===== config.mk =====
export PLATFORM = sky130hd
export DESIGN_NAME = csp_top
export DESIGN_NICKNAME = d
export VERILOG_FILES = /design/src/csp_pkg.sv /design/src/csp_top.sv
export SDC_FILE = /design/constraint.sdc
export NUM_CORES = 1
export LEC_CHECK = 0
export BUFFER_PORTS_ARGS = -buffer_cell sky130_fd_sc_hd__buf_4
export CAP_MARGIN = 20
export CORE_MARGIN = 2
export CORE_UTILIZATION = 67
export DETAILED_ROUTE_END_ITERATION = 10
export PLACE_DENSITY = 0.85
export SKIP_CTS_REPAIR_TIMING = 1
export SYNTH_ARGS = -nofsm -noshare
export SYNTH_HDL_FRONTEND = slang
export SYNTH_SLANG_ARGS = --single-unit

===== constraint.sdc =====
create_clock -name pclk -period 19.8 [get_ports pclk]
set_clock_uncertainty 0.1 [all_clocks]
set_input_delay 0 -clock pclk [delete_from_list [all_inputs] [get_ports pclk]]
set_output_delay 0 -clock pclk [all_outputs]
set_load 0.01 [all_outputs]

===== src/csp_pkg.sv =====
// Constants for the configurable serial port: register map, fields, resets.
// Assumes an APB master with 32-bit data and byte addresses.
package csp_pkg;
  // Queue geometry
  localparam int DW    = 32;
  localparam int DEPTH = 8;
  localparam int AW    = 3;
  // Register byte offsets
  localparam logic [7:0] OFS_CTRL   = 8'h00;
  localparam logic [7:0] OFS_STAT   = 8'h04;
  localparam logic [7:0] OFS_TXDATA = 8'h08;
  localparam logic [7:0] OFS_RXDATA = 8'h0C;
  localparam logic [7:0] OFS_PERIOD = 8'h10;
  localparam logic [7:0] OFS_INTEN  = 8'h14;
  localparam logic [7:0] OFS_INTCLR = 8'h18;
  localparam logic [7:0] OFS_INTST  = 8'h1C;
  // Control field positions
  localparam int C_EN    = 0;
  localparam int C_MST   = 1;
  localparam int C_CPOL  = 2;
  localparam int C_CPHA  = 3;
  localparam int C_SSPOL = 4;
  localparam int C_CONT  = 8;
  localparam int C_RDY   = 9;
  localparam int C_SEL   = 10;
  localparam int C_DIV   = 12;
  localparam int C_DTX   = 20;
  localparam int C_DRX   = 21;
  // Interrupt bit positions
  localparam int I_TXE  = 0;
  localparam int I_RXR  = 1;
  localparam int I_OVF  = 2;
  localparam int I_DONE = 3;
  // Reset values
  localparam logic [31:0] CTRL_RST   = 32'h0000_2000;
  localparam logic [15:0] PERIOD_RST = 16'h0000;
  localparam logic [3:0]  INTEN_RST  = 4'h0;
  // Half period floor: two pclk per half keeps serial clock at most a quarter
  localparam logic [7:0] DIV_MIN   = 8'h02;
  localparam logic [5:0] EDGE_LAST = 6'h3F;
  localparam logic [4:0] BIT_LAST  = 5'h1F;
  // Master sequencer
  typedef enum logic [1:0] {MS_IDLE, MS_SHIFT, MS_GAP} csp_state_e;
endpackage : csp_pkg


===== src/csp_top.sv =====
// Configurable serial port, master or slave, with transmit and receive queues.
// Assumes pins arrive asynchronously and are synchronised here; APB on pclk.
// Operation
// - Full duplex four wire link, one word out while one word comes in.
// - Receive and transmit queues of eight 32-bit entries each.
// - Software picks master or slave role; pin behaviour follows it.
// - Four select lines, one chosen per transfer.
// - Continuation keeps select asserted across words for unlimited length.
// - Software sets select polarities, clock idle level and sampling phase.
// - Serial clock never faster than a quarter of the reference clock.
// - Master drives serial clock and asserts exactly one chosen select.
// - Master may wait on a ready line that the slave drives.
// - Master inserts a programmable sample period between words.
// - Slave samples with configured polarity and phase matching the master.
// - Slave select input gates shifting and triggers queue load; the 32nd sample of each word triggers the store.
// - DMA requests fill the transmit queue and empty the receive queue.
`timescale 1ns/1ns
module csp_queue (
  // Clock and reset
  input  wire logic                    pclk,
  input  wire logic                    presetn,
  // Write side
  input  wire logic                    push,
  input  wire logic [csp_pkg::DW-1:0]  wdata,
  // Read side
  input  wire logic                    pop,
  output logic      [csp_pkg::DW-1:0]  head,
  // Fill state
  output logic                         full,
  output logic                         empty,
  output logic      [csp_pkg::AW:0]    count
);
  import csp_pkg::*;
  logic [DW-1:0] mem [DEPTH];
  logic [AW-1:0] wp;
  logic [AW-1:0] rp;
  logic          do_push;
  logic          do_pop;

  // Refused pushes and pops keep the pointers honest
  assign do_push = push & ~full;
  assign do_pop  = pop & ~empty;
  assign full    = count[AW];
  assign empty   = (count == '0);
  assign head    = mem[rp];

  // Pointers and fill count
  always_ff @(posedge pclk or negedge presetn) begin
    if (!presetn) begin
      wp    <= '0;
      rp    <= '0;
      count <= '0;
    end else begin
      if (do_push) wp <= wp + 1'b1;
      if (do_pop) rp <= rp + 1'b1;
      count <= count + {{AW{1'b0}}, do_push} - {{AW{1'b0}}, do_pop};
    end
  end

  // Storage, written by index
  always_ff @(posedge pclk) begin
    if (do_push) mem[wp] <= wdata;
  end
endmodule : csp_queue

module csp_top (
  // Clock and reset
  input  wire logic        pclk,
  input  wire logic        presetn,
  // APB slave
  input  wire logic        psel,
  input  wire logic        penable,
  input  wire logic        pwrite,
  input  wire logic [7:0]  paddr,
  input  wire logic [31:0] pwdata,
  output logic      [31:0] prdata,
  output logic             pready,
  output logic             pslverr,
  // Serial clock pin
  input  wire logic        port_serial_clock_pin_in,
  output logic             port_serial_clock_pin_out,
  output logic             port_serial_clock_pin_oe,
  // Select lines, line 0 is the slave input
  input  wire logic [3:0]  port_select_line_in,
  output logic      [3:0]  port_select_line_out,
  output logic      [3:0]  port_select_line_oe,
  // Data pins
  input  wire logic        mosi_in,
  output logic             mosi_out,
  output logic             mosi_oe,
  input  wire logic        miso_in,
  output logic             miso_out,
  output logic             miso_oe,
  // Slave ready handshake
  input  wire logic        peer_ready,
  // DMA and interrupt
  output logic             tx_dma_req,
  output logic             rx_dma_req,
  output logic             irq
);
  import csp_pkg::*;
  logic [31:0]    ctrl;
  logic [15:0]    period;
  logic [3:0]     int_en;
  logic [3:0]     int_st;
  logic [4:0]     sy1;
  logic [4:0]     sy2;
  logic [1:0]     sy3;
  csp_state_e     state;
  logic [7:0]     hcnt;
  logic [7:0]     half;
  logic [15:0]    gcnt;
  logic [5:0]     edge_n;
  logic           ss_act;
  logic           sclk_q;
  logic [31:0]    txsh;
  logic [31:0]    rxsh;
  logic           sdo;
  logic [4:0]     bcnt;
  logic           s_act_d;
  logic [31:0]    tx_head;
  logic [31:0]    rx_head;
  logic           tx_full;
  logic           tx_empty;
  logic           rx_full;
  logic           rx_empty;
  logic [3:0]     tx_cnt;
  logic [3:0]     rx_cnt;
  logic           acc;
  logic           wr;
  logic           rd;
  logic [31:0]    rd_val;
  logic           mapped;
  logic           en;
  logic           mst;
  logic           cpha;
  logic           tick;
  logic           go;
  logic           m_start;
  logic           m_edge;
  logic           m_samp;
  logic           m_last;
  logic           s_act;
  logic           s_start;
  logic           s_end;
  logic           sc_chg;
  logic           s_samp;
  logic           s_drv;
  logic           s_word;
  logic           ld;
  logic           samp;
  logic           drv;
  logic           din;
  logic [31:0]    word;
  logic           tx_pop;
  logic           tx_push;
  logic           rx_push;
  logic           rx_pop;
  logic [31:0]    rx_wdata;
  logic [3:0]     ev;

  assign en   = ctrl[C_EN];
  assign mst  = ctrl[C_MST];
  assign cpha = ctrl[C_CPHA];

  // Two-stage synchronisers: sclk, ss0, mosi, miso, ready
  always_ff @(posedge pclk or negedge presetn) begin
    if (!presetn) begin
      sy1 <= '0;
      sy2 <= '0;
      sy3 <= '0;
    end else begin
      sy1 <= {peer_ready, miso_in, mosi_in, port_select_line_in[0], port_serial_clock_pin_in};
      sy2 <= sy1;
      sy3 <= sy2[1:0]; // Edge history reads only the second stage
    end
  end

  // APB: one wait state so read data comes from a flop
  assign acc = psel & penable & pready;
  assign wr  = acc & pwrite;
  assign rd  = acc & ~pwrite;
  always_comb begin
    rd_val = 32'h0000_0000;
    mapped = 1'b1;
    case (paddr)
      OFS_CTRL:   rd_val = ctrl;
      OFS_STAT:   rd_val = {16'h0000, 3'h0, ss_act | s_act_d, rx_cnt, 4'h0, tx_cnt};
      OFS_TXDATA: rd_val = 32'h0000_0000;
      OFS_RXDATA: rd_val = rx_empty ? 32'h0000_0000 : rx_head;
      OFS_PERIOD: rd_val = {16'h0000, period};
      OFS_INTEN:  rd_val = {28'h0000000, int_en};
      OFS_INTCLR: rd_val = 32'h0000_0000;
      OFS_INTST:  rd_val = {28'h0000000, int_st};
      default:    mapped = 1'b0;
    endcase
  end

  always_ff @(posedge pclk or negedge presetn) begin
    if (!presetn) begin
      pready  <= 1'b0;
      pslverr <= 1'b0;
      prdata  <= 32'h0000_0000;
    end else begin
      pready  <= psel & penable & ~pready;
      pslverr <= psel & penable & ~pready & ~mapped;
      if (psel & penable & ~pready) prdata <= rd_val;
    end
  end

  // Software registers; the role and phase fields steer the shifter
  always_ff @(posedge pclk or negedge presetn) begin
    if (!presetn) begin
      ctrl   <= CTRL_RST;
      period <= PERIOD_RST;
      int_en <= INTEN_RST;
    end else if (wr) begin
      if (paddr == OFS_CTRL) ctrl <= pwdata;
      if (paddr == OFS_PERIOD) period <= pwdata[15:0];
      if (paddr == OFS_INTEN) int_en <= pwdata[3:0];
    end
  end

  // Queues between software and the shift register
  assign tx_push = wr & (paddr == OFS_TXDATA);
  assign rx_pop  = rd & (paddr == OFS_RXDATA);
  csp_queue u_txq (
    .pclk    (pclk),
    .presetn (presetn),
    .push    (tx_push),
    .wdata   (pwdata),
    .pop     (tx_pop),
    .head    (tx_head),
    .full    (tx_full),
    .empty   (tx_empty),
    .count   (tx_cnt)
  );
  csp_queue u_rxq (
    .pclk    (pclk),
    .presetn (presetn),
    .push    (rx_push),
    .wdata   (rx_wdata),
    .pop     (rx_pop),
    .head    (rx_head),
    .full    (rx_full),
    .empty   (rx_empty),
    .count   (rx_cnt)
  );

  // Master timing terms
  assign half    = (ctrl[C_DIV +: 8] < DIV_MIN) ? DIV_MIN : ctrl[C_DIV +: 8];
  assign tick    = (hcnt == half - 8'h01);
  assign go      = en & mst & ~tx_empty & (~ctrl[C_RDY] | sy2[4]);
  assign m_start = (state == MS_IDLE) & go;
  assign m_edge  = (state == MS_SHIFT) & tick;
  assign m_samp  = m_edge & (edge_n[0] == cpha);
  assign m_last  = m_edge & (edge_n == EDGE_LAST);

  // Master sequencer: start, 64 half periods, gap
  always_ff @(posedge pclk or negedge presetn) begin
    if (!presetn) begin
      state  <= MS_IDLE;
      hcnt   <= 8'h00;
      gcnt   <= 16'h0000;
      edge_n <= 6'h00;
      ss_act <= 1'b0;
      sclk_q <= 1'b0;
    end else if (!(en & mst)) begin
      state  <= MS_IDLE;
      ss_act <= 1'b0;
      sclk_q <= ctrl[C_CPOL];
    end else begin
      case (state)
        MS_IDLE: begin
          sclk_q <= ctrl[C_CPOL];
          if (m_start) begin
            ss_act <= 1'b1;
            hcnt   <= 8'h00;
            edge_n <= 6'h00;
            state  <= MS_SHIFT;
          end else begin
            ss_act <= ss_act & ctrl[C_CONT];
          end
        end
        MS_SHIFT: begin
          hcnt <= tick ? 8'h00 : hcnt + 8'h01;
          if (tick) begin
            sclk_q <= ~sclk_q;
            edge_n <= edge_n + 6'h01;
            if (m_last) begin
              gcnt  <= 16'h0000;
              state <= MS_GAP;
            end
          end
        end
        MS_GAP: begin
          ss_act <= ctrl[C_CONT];
          gcnt   <= gcnt + 16'h0001;
          if (gcnt >= period) state <= MS_IDLE;
        end
        default: state <= MS_IDLE;
      endcase
    end
  end

  // Slave terms from synchronised pins
  assign s_act   = en & ~mst & (sy2[1] == ctrl[C_SSPOL]);
  assign s_start = s_act & ~s_act_d;
  assign s_end   = ~s_act & s_act_d;
  assign sc_chg  = s_act & (sy2[0] ^ sy3[0]);
  assign s_samp  = sc_chg & ((sy3[0] == ctrl[C_CPOL]) ^ cpha);
  assign s_drv   = sc_chg & ~s_samp;
  assign s_word  = s_samp & (bcnt == BIT_LAST);

  // Shared shift path for both roles
  assign ld       = m_start | s_start;
  assign samp     = m_samp | s_samp;
  assign drv      = (m_edge & ~m_samp) | s_drv;
  assign din      = mst ? sy2[3] : sy2[2];
  assign word     = tx_empty ? 32'h0000_0000 : tx_head; // Underrun sends zeros
  assign tx_pop   = m_start | ((s_start | s_word) & ~tx_empty);
  assign rx_push  = m_last | s_word;
  assign rx_wdata = (m_last & ~m_samp) ? rxsh : {rxsh[30:0], din};

  always_ff @(posedge pclk or negedge presetn) begin
    if (!presetn) begin
      txsh    <= 32'h0000_0000;
      rxsh    <= 32'h0000_0000;
      sdo     <= 1'b0;
      bcnt    <= 5'h00;
      s_act_d <= 1'b0;
    end else begin
      s_act_d <= s_act;
      if (ld) begin
        txsh <= cpha ? word : {word[30:0], 1'b0};
        bcnt <= 5'h00;
        if (!cpha) sdo <= word[31];
      end else if (s_word) begin
        txsh <= word; // Next word goes out on the following drive edge
      end else if (drv) begin
        sdo  <= txsh[31];
        txsh <= {txsh[30:0], 1'b0};
      end
      if (samp) begin
        rxsh <= {rxsh[30:0], din};
        bcnt <= bcnt + 5'h01;
      end
    end
  end

  // Pin drivers; only the chosen select goes active
  always_ff @(posedge pclk or negedge presetn) begin
    if (!presetn) begin
      port_serial_clock_pin_out <= 1'b0;
      port_serial_clock_pin_oe  <= 1'b0;
      port_select_line_out      <= 4'h0;
      port_select_line_oe       <= 4'h0;
      mosi_out                  <= 1'b0;
      mosi_oe                   <= 1'b0;
      miso_out                  <= 1'b0;
      miso_oe                   <= 1'b0;
    end else begin
      port_serial_clock_pin_out <= sclk_q;
      port_serial_clock_pin_oe  <= en & mst;
      for (int i = 0; i < 4; i++) begin
        port_select_line_out[i] <= (ss_act && ctrl[C_SEL +: 2] == i[1:0]) ?
                                   ctrl[C_SSPOL + i] : ~ctrl[C_SSPOL + i];
      end
      port_select_line_oe <= {4{en & mst}};
      mosi_out            <= sdo;
      mosi_oe             <= en & mst;
      miso_out            <= sdo;
      miso_oe             <= s_act; // Released while deselected so slaves share the wire
    end
  end

  // DMA requests, levels while room or data exists
  always_ff @(posedge pclk or negedge presetn) begin
    if (!presetn) begin
      tx_dma_req <= 1'b0;
      rx_dma_req <= 1'b0;
    end else begin
      tx_dma_req <= ctrl[C_DTX] & ~tx_full & ~tx_push;
      rx_dma_req <= ctrl[C_DRX] & ~rx_empty & ~rx_pop;
    end
  end

  // Sticky status; a new event beats a clear in the same cycle
  assign ev[I_TXE]  = en & tx_empty;
  assign ev[I_RXR]  = ~rx_empty;
  assign ev[I_OVF]  = rx_push & rx_full;
  assign ev[I_DONE] = m_last | s_end;
  always_ff @(posedge pclk or negedge presetn) begin
    if (!presetn) begin
      int_st <= 4'h0;
      irq    <= 1'b0;
    end else begin
      int_st <= (int_st & ~((wr && paddr == OFS_INTCLR) ? pwdata[3:0] : 4'h0)) | ev;
      irq    <= |(int_st & int_en);
    end
  end
endmodule : csp_top


==> results.md <==
- Root Buffer Master: clkbuf_16
- Clock network power share: 44.5%
- Sequential share of power: 51.8%
- Synth Area per Inst: 16.2 um^2
- CP arrival: 4890 ps
- Yosys Warn Count: 0
- Final std cells w/o fill: 2,782
- Slew HR: 22.1%
- Most frequent cells in the layout: edfxtp_1 (512), dfrtp_1 (229), nand2_1 (157)
- P_sw: 0.673 mW
- Critical Path Sink Type: flop
- Status: complete, no violations
- First-pass GRT wire length: 113,000 um
- Post-DP HPWL: 42,800 um
- Post-DRT Antenna Nets: 0
- Fmax: 0.215 GHz
- Sequential share of the synthesized area: 67.4%
- Port bufs: 100
- Area Growth Syn to Fin: 14.2%
- Fin crit share: 23.5%
- Slew Viols, Final: 0
- Yosys reg bits: 748
- Post-synth cell types: 85
- Area contributors post-synth: edfxtp_1 (49%), dfrtp_1 (19%), mux4_2 (9.1%)
- Starting density of the core: 67.8%
- Fin util: 77.5%
- Post-Route WL: 74,800 um
- Total track usage: 30.7%
- LEAKAGE: 13.0 nW
- Die area: 48,900 um^2
- Reg clk slew, reported paths: 60 ps
- Synth top area share: 48.7%
- Layout cell share with drive strength beyond 1: 25.5%
- Number of synthesized flops with an enable pin: 512
- Commonest non-fill, non-tap cell in the layout: edfxtp_1
- Sw Share: 20.8%
- Drt pass-1 iters: 6
- CP startpoint kind: flop
- Rows: 79
- CTS tree: done
- Internal power: 2.57 mW
- Drt initial violations: 2,209
- Cts bufs inserted: 74
- Max IR drop VDD: 0.0000954 V
- Total gr overflow: 0
- Final setup violation count: 0
- Hold Vio Cnt, Final: 0
- Initial antenna violation count: 4
- Top Ports: 104
- Min Tclk post-route: 4650 ps
- GPL Wtd Cong: 0.887
- Kind of critical path: reg2reg
- Remaining DRCs: 0
- Synth Instances: 1,950
- Die Span Y: 221 um
- Req. time, crit path: 20,040 ps
- Vias after detailed routing: 18,700
- Core Box Area: 46,600 um^2
- Vias per cell: 6.74
- Routed len/inst: 26.9 um
- Chip width: 221 um
- Clock Tree Buf Depth: 3
- Clk_lat worst skew: 620 ps
- Vias in the first global route: 19,100
- Worst hold path class: in2reg
- Clock sinks: 748
- Setup tns final: 0 ps
- Leading area contributor after synthesis: edfxtp_1
- Post-synthesis net count: 2,041
- Synthesized cell area: 31,600 um^2
- DP Cell Count: 2,587
- H-tree levels: 3
- Logic pwr share: 3.7%
- Largest fanout on the critical path: 32
- Nets: 2,203
- PwrDens: 89.9 nW/um^2
- Synth Flop Type: edfxtp_1
- Ys async rst share: 31.6%
- Largest net degree at the start of global routing: 97
- Worst-Margin Slew: 1170 ps
- RSZ-0062 raised after global routing: no
- # Max-Cap Violations: 0
## routing by layer
| metal | part of all wire [%] | vias to the layer above | track usage [%] |
|---|---|---|---|
| met1 | 37 | 9540 | 41.0 |
| met3 | 8.9 | 220 | 5.71 |
| met2 | 50 | 1115 | 49.7 |
| met4 | 4.0 | 2 | 14.4 |
| li1 | - | 7863 | - |
| met5 | 0.015 | - | 0 |
## synthesized netlist by cell type (15+ instances only)
library cell,instances
inv_1,44
mux4_2,128
nand3_1,15
edfxtp_1,512
ha_1,36
o21ai_0,59
nor2_1,108
xor2_1,24
o22ai_1,32
mux2i_1,61
a21oi_1,32
xnor2_1,17
buf_2,27
nand2_1,157
dfrtp_1,235
clkbuf_1,50
mux2_2,122
mux2_1,30
a31oi_1,36
## through the flow
| step | setup slack [ps] | instance area [um^2] | hold slack, ps | total power [mW] |
|---|---|---|---|---|
| after floorplan | 13400 | 31600 | -396 | 1.77 |
| after global placement | 15540 | 33000 | -11.1 | 1.81 |
| after detailed placement | 15390 | 33000 | -1.89 | 1.82 |
| after CTS | 15280 | 35500 | -655 | 3.24 |
| after global routing | 14980 | 36100 | 59.9 | 3.32 |
| final | 15150 | 36100 | 0.00511 | 3.24 |
## worst max-delay path, cell delays in order, from the launching register on
cell and delay, ps:
dfrtp_1 520, nor4_2 430, and2_1 270, nand2b_1 150, ha_1 210, xor3_1 430
nor2_2 150, o211a_1 260, o2111ai_2 320, nor2_4 990, mux2_2 510
## state kept, by name, indices dropped and copies added (netlist names), 16 cells and up
signal	cells
u_rxq.mem	256
u_txq.mem	256
ctrl	32
prdata	32
rxsh	32
txsh	32
gcnt	16
period	16
## area by class of cell
class                   count  area, um^2
flip-flops and latches    748       21300
fillers                  2386       10500
multi-input cells        1050        9730
clock buffers              97        2110
repair buffers            194        1610
well taps                 607         759
clock inverters            39         400
inverters                  44         165
diodes                      3        7.51
## final timing paths
path / startpoint / endpoint / slack [ps] / cells past startpoint
max in group asynchronous: presetn / u_rxq.rp[0] / 17580 / 4
max reg2reg: ctrl[18] / u_rxq.mem[1][4] / 15150 / 10
min reg2reg: sy1[4] / sy2[4] / 250 / 0
max: ctrl[18] / u_rxq.mem[1][4] / 15150 / 10
min: paddr[6] / u_txq.wp[0] / 0.005 / 6
min in group asynchronous: presetn / txsh[27] / 440 / 3
## cell families (layout without fill, tap and decap cells)
group / count (synthesis) / after routing / share of synthesized area (%)
AOI/OAI and AO/OA: 252 / 252 / 5.40
xor gates and xnor gates: 42 / 42 / 1.21
adders and majority gates: 38 / 38 / 1.55
buffers and inverters: 152 / 374 / 2.26
DFF: 748 / 748 / 67.4
muxes: 341 / 341 / 16.5
other: 0 / 3 / 0
and+or+nand+nor: 377 / 377 / 5.72
## power by group through the flow
stage | Clock [mW] | Combinational (mW) | Sequential (mW)
3_5_place_dp | 0 | 0.107 | 1.71
5_1_grt | 1.51 | 0.129 | 1.68
3_3_place_gp | 0 | 0.102 | 1.71
4_1_cts | 1.46 | 0.109 | 1.68
2_1_floorplan | 0 | 0.0563 | 1.71
6_report | 1.44 | 0.119 | 1.68
(Power assumes the default switching activity.)
